==> config.mk <==
export PLATFORM = sky130hd
export DESIGN_NAME = pms_pin_mux
export DESIGN_NICKNAME = d
export VERILOG_FILES = /design/src/rtl/pms_pkg.sv /design/src/rtl/pms_pin_mux.sv
export SDC_FILE = /design/constraint.sdc
export NUM_CORES = 1
export LEC_CHECK = 0
export ABC_CLOCK_PERIOD_IN_PS = 2200
export BUFFER_PORTS_ARGS = -buffer_cell sky130_fd_sc_hd__buf_2
export CORE_ASPECT_RATIO = 0.7
export CORE_MARGIN = 1.5
export CORE_UTILIZATION = 51
export CTS_CLUSTER_DIAMETER = 200
export DETAILED_ROUTE_END_ITERATION = 8
export PLACE_DENSITY = 0.83
export SYNTH_ARGS = -nofsm -noshare
export SYNTH_HDL_FRONTEND = slang
export SYNTH_SLANG_ARGS = --single-unit
==> constraint.sdc <==
create_clock -name sys_clk -period 2.2 [get_ports sys_clk]
set_input_delay 0 -clock sys_clk [delete_from_list [all_inputs] [get_ports sys_clk]]
set_output_delay 0 -clock sys_clk [all_outputs]
set_load 0.02 [all_outputs]
==> src/rtl/pms_pkg.sv <==
package pms_pkg;

    // ----------------------------------------------------------------
    // constants
    // ----------------------------------------------------------------
    localparam int unsigned  IRQ_W       = 8;      // interrupt sources
    localparam logic [2:0]   STRAP_CYC   = 3'h4;   // strap window length
    localparam logic [1:0]   DIV_RISE    = 2'h1;   // own clock high phase
    localparam logic [3:0]   SMII_LAST   = 4'h9;   // last bit of segment
    localparam logic         IRQ_POL_RST = 1'b0;   // active low default
    localparam logic [IRQ_W-1:0] IRQ_RST = 8'h00;  // pending after reset
    // synchronised pin vector positions
    localparam int unsigned  P_RXD    = 0;         // four bits
    localparam int unsigned  P_RXDV   = 4;
    localparam int unsigned  P_RXER   = 5;
    localparam int unsigned  P_COL    = 6;
    localparam int unsigned  P_CRS    = 7;
    localparam int unsigned  P_TXD    = 8;         // four bits
    localparam int unsigned  P_TXEN   = 12;
    localparam int unsigned  P_TXC    = 13;
    localparam int unsigned  P_W      = 14;

    // ----------------------------------------------------------------
    // types
    // ----------------------------------------------------------------
    typedef enum logic [1:0] {
        PMS_MII, PMS_RMII, PMS_SMII, PMS_B2B
    } pms_mode_t;

    typedef struct packed {
        logic [7:0] data;   // nibble/dibit in low bits
        logic       dv;
        logic       er;
        logic       crs;
        logic       col;
    } pms_rx_t;

    typedef struct packed {
        logic [7:0] data;
        logic       en;
        logic       er;
    } pms_tx_t;

    typedef struct packed {
        logic       duplex;
        logic       isolate;
        logic [2:0] mode;       // mode_strap_bit2..0
        logic [2:0] phy_addr;   // phy_addr_strap_bit0 in bit 0
    } pms_strap_t;

endpackage : pms_pkg

==> src/rtl/pms_pin_mux.sv <==
`timescale 1ns/1ps
`default_nettype none
module pms_pin_mux (
    input  wire logic                       sys_clk,
    input  wire logic                       rst_n,
    input  wire pms_pkg::pms_mode_t         mode_sel,
    input  wire pms_pkg::pms_rx_t           core_rx,
    output pms_pkg::pms_tx_t                core_tx,
    output logic                            core_tx_valid,
    input  wire logic [pms_pkg::IRQ_W-1:0]  irq_event,
    input  wire logic [pms_pkg::IRQ_W-1:0]  irq_enable,
    input  wire logic [pms_pkg::IRQ_W-1:0]  irq_clear,
    input  wire logic                       irq_active_high,
    output logic [pms_pkg::IRQ_W-1:0]       irq_pending,
    output logic                            interrupt_pin,
    output pms_pkg::pms_strap_t             strap,
    output logic                            strap_done,
    input  wire logic [3:0]                 rxd_i,
    output logic [3:0]                      rxd_o,
    output logic [3:0]                      rxd_oe,
    input  wire logic                       rx_dv_i,
    output logic                            rx_dv_o,
    output logic                            rx_dv_oe,
    input  wire logic                       rx_er_i,
    output logic                            rx_er_o,
    output logic                            rx_er_oe,
    input  wire logic                       col_i,
    output logic                            col_o,
    output logic                            col_oe,
    input  wire logic                       crs_i,
    output logic                            crs_o,
    output logic                            crs_oe,
    output logic                            rx_clk,
    input  wire logic                       tx_clk_i,
    output logic                            tx_clk_o,
    output logic                            tx_clk_oe,
    input  wire logic [3:0]                 txd_i,
    input  wire logic                       tx_en_i
);

    // ----------------------------------------------------------------
    // decode helpers
    // ----------------------------------------------------------------
    // one smii receive segment, first bit in bit 0
    function automatic logic [9:0] smii_seg(input pms_pkg::pms_rx_t r);
        smii_seg = {r.data, r.dv, r.crs};
    endfunction : smii_seg

    // mask of the receive data pins a mode uses
    function automatic logic [3:0] rxd_used(input pms_pkg::pms_mode_t m);
        case (m)
            pms_pkg::PMS_RMII: rxd_used = 4'h3;
            pms_pkg::PMS_SMII: rxd_used = 4'h1;
            default:           rxd_used = 4'hf;
        endcase
    endfunction : rxd_used

    // ----------------------------------------------------------------
    // pin synchronisers
    // ----------------------------------------------------------------
    logic [pms_pkg::P_W-1:0] pin_raw;   // pins as they arrive
    logic [pms_pkg::P_W-1:0] pin_s1;    // first stage, read by s2 only
    logic [pms_pkg::P_W-1:0] pin_s;     // safe to use

    assign pin_raw = {tx_clk_i, tx_en_i, txd_i, crs_i, col_i,
                      rx_er_i, rx_dv_i, rxd_i};

    // two flops on every pin, straps and link clocks alike
    always_ff @(posedge sys_clk or negedge rst_n) begin
        if (!rst_n) begin
            pin_s1 <= '0;
            pin_s  <= '0;
        end else begin
            pin_s1 <= pin_raw;
            pin_s  <= pin_s1;
        end
    end

    // ----------------------------------------------------------------
    // strap window
    // ----------------------------------------------------------------
    logic [2:0] strap_cnt;      // cycles since reset release
    logic       strapping;      // pins undriven, straps being read

    assign strapping  = (strap_cnt != pms_pkg::STRAP_CYC);
    assign strap_done = ~strapping;

    // window spans the synchroniser delay so settled levels are seen
    always_ff @(posedge sys_clk or negedge rst_n) begin
        if (!rst_n) begin
            strap_cnt <= '0;
        end else if (strapping) begin
            strap_cnt <= strap_cnt + 3'h1;
        end
    end

    // sampled only inside the window, frozen after it
    always_ff @(posedge sys_clk or negedge rst_n) begin
        if (!rst_n) begin
            strap <= '0;
        end else if (strapping) begin
            strap.duplex      <= pin_s[pms_pkg::P_RXD];
            strap.mode[2]     <= pin_s[pms_pkg::P_RXDV];
            strap.isolate     <= pin_s[pms_pkg::P_RXER];
            strap.mode[0]     <= pin_s[pms_pkg::P_COL];
            strap.mode[1]     <= pin_s[pms_pkg::P_CRS];
            strap.phy_addr[0] <= pin_s[pms_pkg::P_RXD+3];
            strap.phy_addr[1] <= pin_s[pms_pkg::P_RXD+2];
            strap.phy_addr[2] <= pin_s[pms_pkg::P_RXD+1];
        end
    end

    // ----------------------------------------------------------------
    // clocks: own divider and external edge finders
    // ----------------------------------------------------------------
    logic [1:0] div_cnt;        // quarter-rate clock phase
    logic       own_rise;       // own clock rising this cycle
    logic       txc_d;          // last synced transmit clock
    logic       ext_rise;       // partner clock rose
    logic       sync_d;         // last synced smii sync
    logic       sync_rise;      // new smii segment begins
    logic       tick;           // transmit sample point

    assign own_rise  = (div_cnt == pms_pkg::DIV_RISE);
    assign ext_rise  = pin_s[pms_pkg::P_TXC] & ~txc_d;
    assign sync_rise = pin_s[pms_pkg::P_TXD+1] & ~sync_d;
    assign tick      = (mode_sel == pms_pkg::PMS_B2B) ? ext_rise
                                                      : own_rise;

    // divider and edge history
    always_ff @(posedge sys_clk or negedge rst_n) begin
        if (!rst_n) begin
            div_cnt  <= '0;
            txc_d    <= 1'b0;
            sync_d   <= 1'b0;
            tx_clk_o <= 1'b0;
            rx_clk   <= 1'b0;
        end else begin
            div_cnt  <= div_cnt + 2'h1;
            txc_d    <= pin_s[pms_pkg::P_TXC];
            sync_d   <= pin_s[pms_pkg::P_TXD+1];
            tx_clk_o <= own_rise;
            rx_clk   <= own_rise;
        end
    end

    // transmit clock pin driven only in mii mode, so it is an input in back-to-back, rmii and smii
    always_ff @(posedge sys_clk or negedge rst_n) begin
        if (!rst_n) begin
            tx_clk_oe <= 1'b0;
        end else begin
            tx_clk_oe <= (mode_sel == pms_pkg::PMS_MII) &&
                         !strap.isolate && !strapping;
        end
    end

    // ----------------------------------------------------------------
    // smii serialiser and deserialiser
    // ----------------------------------------------------------------
    logic [3:0] smii_bit;       // bit position in segment
    logic [9:0] smii_rx_sr;     // outgoing receive segment
    logic [9:0] smii_tx_sr;     // incoming transmit segment
    logic       smii_tx_end;    // last incoming bit this cycle

    assign smii_tx_end = (mode_sel == pms_pkg::PMS_SMII) &&
                         (smii_bit == pms_pkg::SMII_LAST);

    // sync restarts the segment; a missed sync just idles at the end
    always_ff @(posedge sys_clk or negedge rst_n) begin
        if (!rst_n) begin
            smii_bit   <= pms_pkg::SMII_LAST;
            smii_rx_sr <= '0;
            smii_tx_sr <= '0;
        end else if (sync_rise) begin
            smii_bit   <= '0;
            smii_rx_sr <= smii_seg(core_rx);
            smii_tx_sr <= {pin_s[pms_pkg::P_TXD], smii_tx_sr[9:1]};
        end else begin
            if (smii_bit != pms_pkg::SMII_LAST) begin
                smii_bit <= smii_bit + 4'h1;
            end
            smii_rx_sr <= {1'b0, smii_rx_sr[9:1]};
            smii_tx_sr <= {pin_s[pms_pkg::P_TXD], smii_tx_sr[9:1]};
        end
    end

    // ----------------------------------------------------------------
    // transmit words toward the core
    // ----------------------------------------------------------------
    // one word per sample point, or per smii cycle at SMII_LAST with no sync rising
    always_ff @(posedge sys_clk or negedge rst_n) begin
        if (!rst_n) begin
            core_tx       <= '0;
            core_tx_valid <= 1'b0;
        end else begin
            core_tx_valid <= 1'b0;
            if (strapping) begin
                core_tx_valid <= 1'b0;      // pins not yet trusted
            end else if (mode_sel == pms_pkg::PMS_SMII) begin
                if (smii_tx_end && !sync_rise) begin
                    core_tx.er    <= smii_tx_sr[1];
                    core_tx.en    <= smii_tx_sr[2];
                    core_tx.data  <= {pin_s[pms_pkg::P_TXD],
                                      smii_tx_sr[9:3]};
                    core_tx_valid <= 1'b1;
                end
            end else if (tick) begin
                core_tx.er    <= 1'b0;
                core_tx.en    <= pin_s[pms_pkg::P_TXEN];
                core_tx.data  <= (mode_sel == pms_pkg::PMS_RMII)
                    ? {6'h00, pin_s[pms_pkg::P_TXD +: 2]}
                    : {4'h0, pin_s[pms_pkg::P_TXD +: 4]};
                core_tx_valid <= 1'b1;
            end
        end
    end

    // ----------------------------------------------------------------
    // receive pin drivers
    // ----------------------------------------------------------------
    logic drive;                // mac pins owned by this block

    assign drive = !strapping && !strap.isolate;

    // output values per mode, registered
    always_ff @(posedge sys_clk or negedge rst_n) begin
        if (!rst_n) begin
            rxd_o   <= '0;
            rx_dv_o <= 1'b0;
            rx_er_o <= 1'b0;
            col_o   <= 1'b0;
            crs_o   <= 1'b0;
        end else begin
            rx_er_o <= core_rx.er;
            col_o   <= core_rx.col;
            crs_o   <= core_rx.crs;
            case (mode_sel)
                pms_pkg::PMS_RMII: begin
                    rxd_o   <= {2'h0, core_rx.data[1:0]};
                    rx_dv_o <= core_rx.crs | core_rx.dv;
                end
                pms_pkg::PMS_SMII: begin
                    rxd_o   <= {3'h0, smii_rx_sr[0]};
                    rx_dv_o <= 1'b0;
                end
                default: begin
                    rxd_o   <= core_rx.data[3:0];
                    rx_dv_o <= core_rx.dv;
                end
            endcase
        end
    end

    // enables: nothing driven during the strap window
    always_ff @(posedge sys_clk or negedge rst_n) begin
        if (!rst_n) begin
            rxd_oe   <= '0;
            rx_dv_oe <= 1'b0;
            rx_er_oe <= 1'b0;
            col_oe   <= 1'b0;
            crs_oe   <= 1'b0;
        end else begin
            rxd_oe   <= drive ? rxd_used(mode_sel) : 4'h0;
            rx_dv_oe <= drive && (mode_sel != pms_pkg::PMS_SMII);
            rx_er_oe <= drive && (mode_sel != pms_pkg::PMS_SMII);
            col_oe   <= drive && (rxd_used(mode_sel) == 4'hf);
            crs_oe   <= drive && (rxd_used(mode_sel) == 4'hf);
        end
    end

    // ----------------------------------------------------------------
    // interrupt status and pin
    // ----------------------------------------------------------------
    // sticky; an event in the clearing cycle survives the clear
    always_ff @(posedge sys_clk or negedge rst_n) begin
        if (!rst_n) begin
            irq_pending <= pms_pkg::IRQ_RST;
        end else begin
            irq_pending <= (irq_pending & ~irq_clear) | irq_event;
        end
    end

    // polarity applied last; the registered level follows the bit one cycle later
    always_ff @(posedge sys_clk or negedge rst_n) begin
        if (!rst_n) begin
            interrupt_pin <= ~pms_pkg::IRQ_POL_RST;
        end else begin
            interrupt_pin <= (|(irq_pending & irq_enable))
                             ~^ irq_active_high;
        end
    end
endmodule : pms_pin_mux
`default_nettype wire

==> results.cfg, run 1 <==
[outcome]
status = finished, final reports clean

[pwr]
p_comb_frac = 0.147
pwr-share-seq = 0.549
ir_drop_mv = 0.435
switching_share = 0.263
p_switching_mw = 1.01
p_per_area_nw_per_um2 = 792
p_int_mw = 2.84
pwr-share-clk = 0.304
p_leak_nw = 2.41

[route]
via_per_inst = 4.69
drt-pass1-iter-count = 4
ant_nets = 0
first_iter_violations = 73
num_vias = 2352
drc_errors = 0
wl_per_cell_um = 13.6
routed_wl_um = 6830

[sta]
max_freq_mhz = 530
slew-limit-headroom = 0.599
fin_skew_ns = 0.00727
timing.final.crit_share = 0.858
finalHoldViolCount = 0
period_minus_slack_ns = 1.89
drv_slew = 0
rsz0062_at_grt = no
tightest_slew_ns = 0.601
fin_setup_tns_ns = 0
setup_viol = 0

[synthesis]
syn_area_sq_um = 3590
synth.top_cell.area_share = 0.682
async_reset_ff_frac = 1.00
ys_seq_elements = 101
synth_cells = 246
syn_nets = 311
synth_warnings = 0
synthTopCellsByArea = dfrtp_1 68%, mux2_2 6.3%, ha_1 3.5%, dfstp_2 2.2%, nand2_1 2.2%
avgSynthCellArea_sq_um = 14.6
yosysSeqAreaShare = 0.704
synth_top_area_cell = dfrtp_1
synth_edf_count = 0
synth_most_common_cell = dfrtp_1
yosys-top-cells-count = 98 x dfrtp_1, 21 x nand2_1, 20 x mux2_2
synth_cell_types = 35
yosys_most_used_dff = dfrtp_1

[setup_path]
critPathMaxFanout = 6
worstPathArrival_ns = 2.14
critPathCaptureType = flip-flop
required_ns = 2.46
start_kind = flip-flop
path_class = reg -> reg
r2r_start = div_cnt[0]
critPathLaunch = div_cnt[0]

[clocking]
cts_buffers = 9
htreeDepth = 3
clkSinkCount = 101
insertion_delay_ns = 0.36
cts-root-buf = clkbuf_8
post_cts_buffers = 0
cts.path.max_buffers = 2
ctsHoldBuffers = 46
cts_resized = 0
cts_tree = done
path_clk_slew_ns = 0.10

[hold_path]
min_from = mode_sel[0]
hold_path.class = in -> reg

[floorplanning]
start_util = 0.529
dieHeight_um = 73.2
die_width_um = 103
ios = 103
die-area_sq_um = 7570
placementRows = 25
core-area_sq_um = 6790

[final_layout]
drive_above_1_share = 0.388
nets = 467
nFillCells = 480
instances_no_fill = 501
area_growth_pct = 35.3
diodes = 0

[global_routing]
grt_pass1_vias = 2406
grt_usage = 0.197
grt_use_met2 = 0.319
use_met1 = 0.251
grt_overflow_total = 0
grt_max_degree = 50
top_usage_layer = met2
antenna_found_initial = 0
grt_pass1_wl_um = 11100
use_met3 = 0.0690

[place]
io_buffers = 102
place_inst = 439
dp_hpwl_um = 4540
gp_congestion = 0.809

[job]
maxCapViolations = 0
per-layer routing:
layer	part of all wire	vias up	wire length, um
met2	0.48	84	3310
met3	0.063	12	430
li1	-	1125	-
met5	0	-	0
met1	0.44	1131	2990
met4	0.015	0	102
flip-flops by register name (all words and copies together) (netlist names), 4 cells and up:
| name | flops |
|---|---|
| pin_s | 14 |
| irq_pending | 8 |
| core_tx | 10 |
| rxd_o | 4 |
| smii_tx_sr | 9 |
| strap | 8 |
| smii_bit | 4 |
| pin_s1 | 14 |
| smii_rx_sr | 10 |
critical path: stages (launching register included):
cell and delay (ns):
dfrtp_1 0.40, ha_1 0.21, and2b_1 0.18, o31ai_4 0.27, nand2b_1 0.39, mux2_4 0.34
final timing paths:
path / endpoint / slack [ns] / cells past startpoint
worst max-delay path: core_tx[2] / 0.31 / 5
max in group asynchronous: strap[7] / 1.24 / 3
worst max register to register: core_tx[2] / 0.31 / 5
worst min-delay path: rxd_oe[1] / 0.08 / 4
worst min register to register: pin_s[13] / 0.35 / 0
min in group asynchronous: col_oe / 0.19 / 2
kinds of logic after synthesis:
logic type / Yosys count / share of synthesized area
mux: 25 / 0.0836
xor+xnor: 4 / 0.00975
fa+ha+maj: 10 / 0.0348
simple gates: 48 / 0.0627
buf+inv: 30 / 0.0435
compound gates: 28 / 0.0613
flops: 101 / 0.704
cell type report:
| class | count | area [sq um] | share of cell area |
|---|---|---|---|
| sequential | 101 | 2530 | 0.520 |
| timing repair buffer | 155 | 1030 | 0.211 |
| inverter | 20 | 76.3 | 0.0157 |
| clock inverter | 7 | 82.6 | 0.0170 |
| tap | 94 | 118 | 0.0242 |
| clock buffer | 9 | 124 | 0.0255 |
| multi-input combinational | 115 | 906 | 0.186 |
per-stage QoR:
step | hold slack [ns] | power (mW) | area (sq um) | setup WS [ns] | util
floorplan | -0.296 | 2.44 | 3590 | 0.546 | -
global placement | 0.0448 | 2.62 | 4200 | 0.374 | 0.618
detailed placement | 0.0470 | 2.65 | 4200 | 0.307 | 0.618
CTS | 0.0610 | 3.89 | 4860 | 0.301 | 0.716
global route | 0.0858 | 4.03 | 4860 | 0.205 | 0.716
finish | 0.0763 | 3.85 | 4860 | 0.313 | 0.716
layout by cell type (no fill, tap or decap), types with 4 or more instances in the layout:
cell type        n
a21o_1           8
a22oi_1          4
buf_2          101
buf_4            8
clkbuf_8         9
clkinv_4         4
dfrtp_1         98
dlygate4sd3_1   46
ha_1            10
inv_1           19
mux2_2          20
mux2_4           5
nand2_1         21
nor2_1          10
nor3_1           4
o221ai_1         5
power groups by stage:
stage               registers (mW)  logic, mW  clock network [mW]
CTS                           2.11      0.573                1.21
global placement              2.14      0.483                   0
detailed placement            2.15      0.504                   0
global route                  2.13      0.626                1.27
finish                        2.11      0.568                1.17
floorplan                     2.21      0.222                   0
No activity file was read; power rests on OpenSTA's default activity.
==> run 2, diff against run 1 <==
--- a/config.mk
+++ b/config.mk
@@ -9,10 +9,10 @@
 export BUFFER_PORTS_ARGS = -buffer_cell sky130_fd_sc_hd__buf_2
 export CORE_ASPECT_RATIO = 0.7
 export CORE_MARGIN = 1.5
-export CORE_UTILIZATION = 51
+export CORE_UTILIZATION = 50
 export CTS_CLUSTER_DIAMETER = 200
 export DETAILED_ROUTE_END_ITERATION = 8
-export PLACE_DENSITY = 0.83
+export PLACE_DENSITY = 0.81
 export SYNTH_ARGS = -nofsm -noshare
 export SYNTH_HDL_FRONTEND = slang
 export SYNTH_SLANG_ARGS = --single-unit
==> run 2 against run 1 <==
Against the previous run: final area is 0.72% lower; via count is 1.1% lower; die area is 1.9% higher; hold slack worse by 0.032 ns; critical path type unchanged; highest routed layer unchanged.
==> results.cfg, run 2 (synthesis gave the netlist of run 1 again) <==
[sta]
rsz0062_at_grt = no
tightest_slew_ns = 0.381
setup_viol = 0
fin_skew_ns = 0.0116
finalHoldViolCount = 0
slew-limit-headroom = 0.745
drv_slew = 0
timing.final.crit_share = 0.858
fin_setup_tns_ns = 0
period_minus_slack_ns = 1.89
max_freq_mhz = 530

[clocking]
path_clk_slew_ns = 0.10
cts-root-buf = clkbuf_8
cts_buffers = 9
ctsHoldBuffers = 45
cts_resized = 0
clkSinkCount = 101
post_cts_buffers = 0
cts_tree = done
insertion_delay_ns = 0.36
cts.path.max_buffers = 2
htreeDepth = 3

[global_routing]
grt_pass1_wl_um = 11400
grt_overflow_total = 0
grt_usage = 0.198
grt_max_degree = 51
grt_pass1_vias = 2368
antenna_found_initial = 0

[pwr]
p_leak_nw = 2.38
p_comb_frac = 0.151
p_switching_mw = 1.01
switching_share = 0.268
pwr-share-seq = 0.563
ir_drop_mv = 0.421
p_int_mw = 2.75
pwr-share-clk = 0.286
p_per_area_nw_per_um2 = 777
finalPower_mw = 3.75

[place]
io_buffers = 102
gp_congestion = 0.745
dp_hpwl_um = 4560

[final_layout]
nets = 464
final_cell_mix = 101 x buf_2, 98 x dfrtp_1, 45 x dlygate4sd3_1
area_growth_pct = 34.4
drive_above_1_share = 0.386
layout_commonest_cell = buf_2
diodes = 0
top_regs = pin_s1 x14, pin_s x14
nFillCells = 464

[floorplanning]
start_util = 0.525
die_width_um = 104
dieHeight_um = 73.9
ios = 103
placementRows = 25
die-area_sq_um = 7710
core-area_sq_um = 6850

[route]
num_vias = 2326
first_iter_violations = 55
routed_wl_um = 6900
ant_nets = 0
drt-pass1-iter-count = 4
wl_per_cell_um = 13.9
drc_errors = 0
via_per_inst = 4.67

[setup_path]
cpMaxStageDelayCell = dfrtp_1
crit_buf_inv = 0
path_class = reg -> reg
critPathCaptureType = flip-flop
path_cells = ha_1, and2b_1, o31ai_4, nand2b_1, mux2_4
start_kind = flip-flop
critical-path-top-delay-family = simple AND/OR/NAND/NOR gates
max_stage_delay_ns = 0.39
required_ns = 2.46
worstPathArrival_ns = 2.15
critPathMaxFanout = 6
r2r_slack_ns = 0.31

[job]
maxCapViolations = 0

[outcome]
status = finished, final reports clean

[hold_path]
hold_path.class = in -> reg
[run 2: worst paths after layout]
path                                  start             to  depth (start not counted)
worst min-delay path            mode_sel[1]      rxd_oe[1]                          3
worst max register to register   div_cnt[0]     core_tx[3]                          5
worst min register to register    pin_s1[3]       pin_s[3]                          0
worst max-delay path             div_cnt[0]     core_tx[3]                          5
min in group asynchronous             rst_n     core_tx[8]                          2
max in group asynchronous             rst_n  interrupt_pin                          3
[run 2: area by class of cell]
class / count / area (sq um) / share of cell area
Sequential cell: 101 / 2530 / 0.524
Timing Repair Buffer: 152 / 1010 / 0.210
Multi-Input combinational cell: 115 / 906 / 0.188
Clock buffer: 10 / 138 / 0.0285
Tap cell: 94 / 118 / 0.0244
Inverter: 20 / 76.3 / 0.0158
Clock inverter: 6 / 46.3 / 0.00959
[run 2: power groups by stage]
stage                     clock network [mW]  registers, mW  logic, mW
after floorplan                            0           2.21      0.222
after global routing                    1.18           2.13      0.621
after global placement                     0           2.14      0.485
after detailed placement                   0           2.15      0.504
final                                   1.07           2.11      0.566
after CTS                               1.11           2.11      0.571
[run 2: routing by layer]
layer | up-vias | part of all wire | track usage
met5 | - | 0 | 0
met4 | 0 | 0.016 | 0.0710
met3 | 12 | 0.056 | 0.0535
li1 | 1117 | - | -
met2 | 78 | 0.50 | 0.338
met1 | 1119 | 0.43 | 0.249
[run 2: stage by stage]
| stage | utilization | hold WS, ns | instance area (sq um) | setup slack, ns | std cells |
|---|---|---|---|---|---|
| floorplan | - | -0.296 | 3590 | 0.546 | 246 |
| global placement | 0.612 | -0.0600 | 4190 | 0.369 | 437 |
| detailed placement | 0.612 | -0.0610 | 4190 | 0.290 | 437 |
| CTS | 0.705 | 0.0277 | 4830 | 0.283 | 498 |
| global route | 0.705 | 0.0385 | 4830 | 0.175 | 498 |
| finish | 0.705 | 0.0447 | 4830 | 0.312 | 498 |
[run 2: worst min-delay path, cell delays in order]
cell and delay, ns:
buf_2 0.12, ha_1 0.18, nor3_1 0.06
==> run 3, diff against run 2 <==
--- a/config.mk
+++ b/config.mk
@@ -12,6 +12,8 @@
 export CORE_UTILIZATION = 50
 export CTS_CLUSTER_DIAMETER = 200
 export DETAILED_ROUTE_END_ITERATION = 8
+export GPL_TIMING_DRIVEN = 0
+export HOLD_SLACK_MARGIN = 0.12
 export PLACE_DENSITY = 0.81
 export SYNTH_ARGS = -nofsm -noshare
 export SYNTH_HDL_FRONTEND = slang
==> run 3 against run 2 <==
Against the previous run: sequential share of layout area shrank 0.92 points; cell count grew 1.8%; combinational power grew 2%; maximum frequency shrank 0.32%; final area grew 1.8%; register-to-register slack is essentially flat; hold slack gained 0.17 ns; clock skew grew 0.0022 ns.
==> results.cfg, run 3 (synthesis gave the netlist of run 1 again) <==
[sta]
drv_slew = 0
timing.final.crit_share = 0.861
finalHoldViolCount = 0
tightest_slew_ns = 1.09
period_minus_slack_ns = 1.89
fin_skew_ns = 0.0138
rsz0062_at_grt = no
fin_setup_tns_ns = 0
hold_slack_ns = 0.212
slew-limit-headroom = 0.274
max_freq_mhz = 528
setup_viol = 0

[route]
routed_wl_um = 6720
first_iter_violations = 89
via_per_inst = 4.68
ant_nets = 0
wl_per_cell_um = 13.2
drt-pass1-iter-count = 4
drc_errors = 0
num_vias = 2373

[final_layout]
nets = 473
drive_above_1_share = 0.387
seq_area_sq_um = 2530
top_regs = pin_s1 x14, pin_s x14
multi_input_area_sq_um = 906
nFillCells = 478
diodes = 0
layout_commonest_cell = buf_2
final_cell_mix = 103 x buf_2, 98 x dfrtp_1, 48 x dlygate4sd3_1
area_growth_pct = 36.8

[pwr]
ir_drop_mv = 0.454
p_per_area_nw_per_um2 = 763
p_leak_nw = 2.42

[setup_path]
max_stage_delay_ns = 0.58
worstPathArrival_ns = 2.17
critPathCaptureType = flip-flop
critical-path-top-delay-family = simple AND/OR/NAND/NOR gates
required_ns = 2.48
path_cells = ha_1, nand3b_1, nor2_1, nand2_1, o221ai_1
start_kind = flip-flop
path_class = reg -> reg
crit_buf_inv = 0
critPathMaxFanout = 6
cpMaxStageDelayCell = dfstp_2

[clocking]
path_clk_slew_ns = 0.10
insertion_delay_ns = 0.36
cts.path.max_buffers = 2
htreeDepth = 3
cts-root-buf = clkbuf_8
cts_tree = done
cts_buffers = 9
clkSinkCount = 101

[job]
maxCapViolations = 0

[place]
gp_congestion = 0.727
dp_hpwl_um = 4460
io_buffers = 102

[global_routing]
grt_usage = 0.189
grt_overflow_total = 0
grt_max_degree = 77
grt_pass1_wl_um = 11100
grt_pass1_vias = 2446
antenna_found_initial = 0

[floorplanning]
die_width_um = 104
core-area_sq_um = 6850
dieHeight_um = 73.9
ios = 103
die-area_sq_um = 7710
placementRows = 25
start_util = 0.525

[outcome]
status = finished, final reports clean

[hold_path]
hold_path.class = in -> async
## run 3: report_power, final
| group | internal (mW) | switching, mW |
|---|---|---|
| registers | 2.02 | 0.0887 |
| logic | 0.288 | 0.291 |
| clock network | 0.452 | 0.606 |
## run 3: repair_timing
| action | in CTS | in global routing |
|---|---|---|
| gates resized for setup | 0 | 0 |
| hold buffers | 48 | 0 |
| setup buffers | 0 | 0 |
| hold endpoints to repair | 140 | 0 |
## run 3: layer usage
layer  GRT usage  routed length, um
met1       0.230               2880
met2       0.336               3410
met3      0.0535                353
met4      0.0586                 69
met5           0                  0
## run 3: worst paths after layout
path	to	cells after the start	slack, ns	startpoint
setup / recovery	core_tx[7]	5	0.31	smii_bit[0]
hold / removal	strap_cnt[2]	3	0.21	rst_n
max in group asynchronous	strap[2]	3	0.56	rst_n
hold reg to reg	pin_s[13]	0	0.35	pin_s1[13]
min in group sys_clk	pin_s1[10]	2	0.27	txd_i[2]
setup reg to reg	core_tx[7]	5	0.31	smii_bit[0]
## run 3: final cells by class
class | count | share of cell area
tap | 94 | 0.0239
multi-input combinational | 115 | 0.184
clock inverter | 5 | 0.00840
sequential | 101 | 0.515
buffer | 10 | 0.0163
inverter | 20 | 0.0155
timing repair buffer | 151 | 0.208
clock buffer | 11 | 0.0288
## run 3: through the flow
step	utilization	instances	worst slack, ns	total power [mW]	instance area [sq um]
detailed placement	0.621	443	0.318	2.66	4250
global route	0.717	507	0.111	3.94	4910
global placement	0.616	442	0.178	2.62	4220
finish	0.717	507	0.306	3.75	4910
floorplan	-	246	0.546	2.44	3590
CTS	0.717	507	0.283	3.79	4910
## run 3: worst reg2reg max path: cells and delay by family, from the launching register on
kind / cells / cell delay (ns)
and+or+nand+nor: 3 / 0.82
adders and majority gates: 1 / 0.19
DFF: 1 / 0.58
AOI/OAI and AO/OA: 1 / 0.25
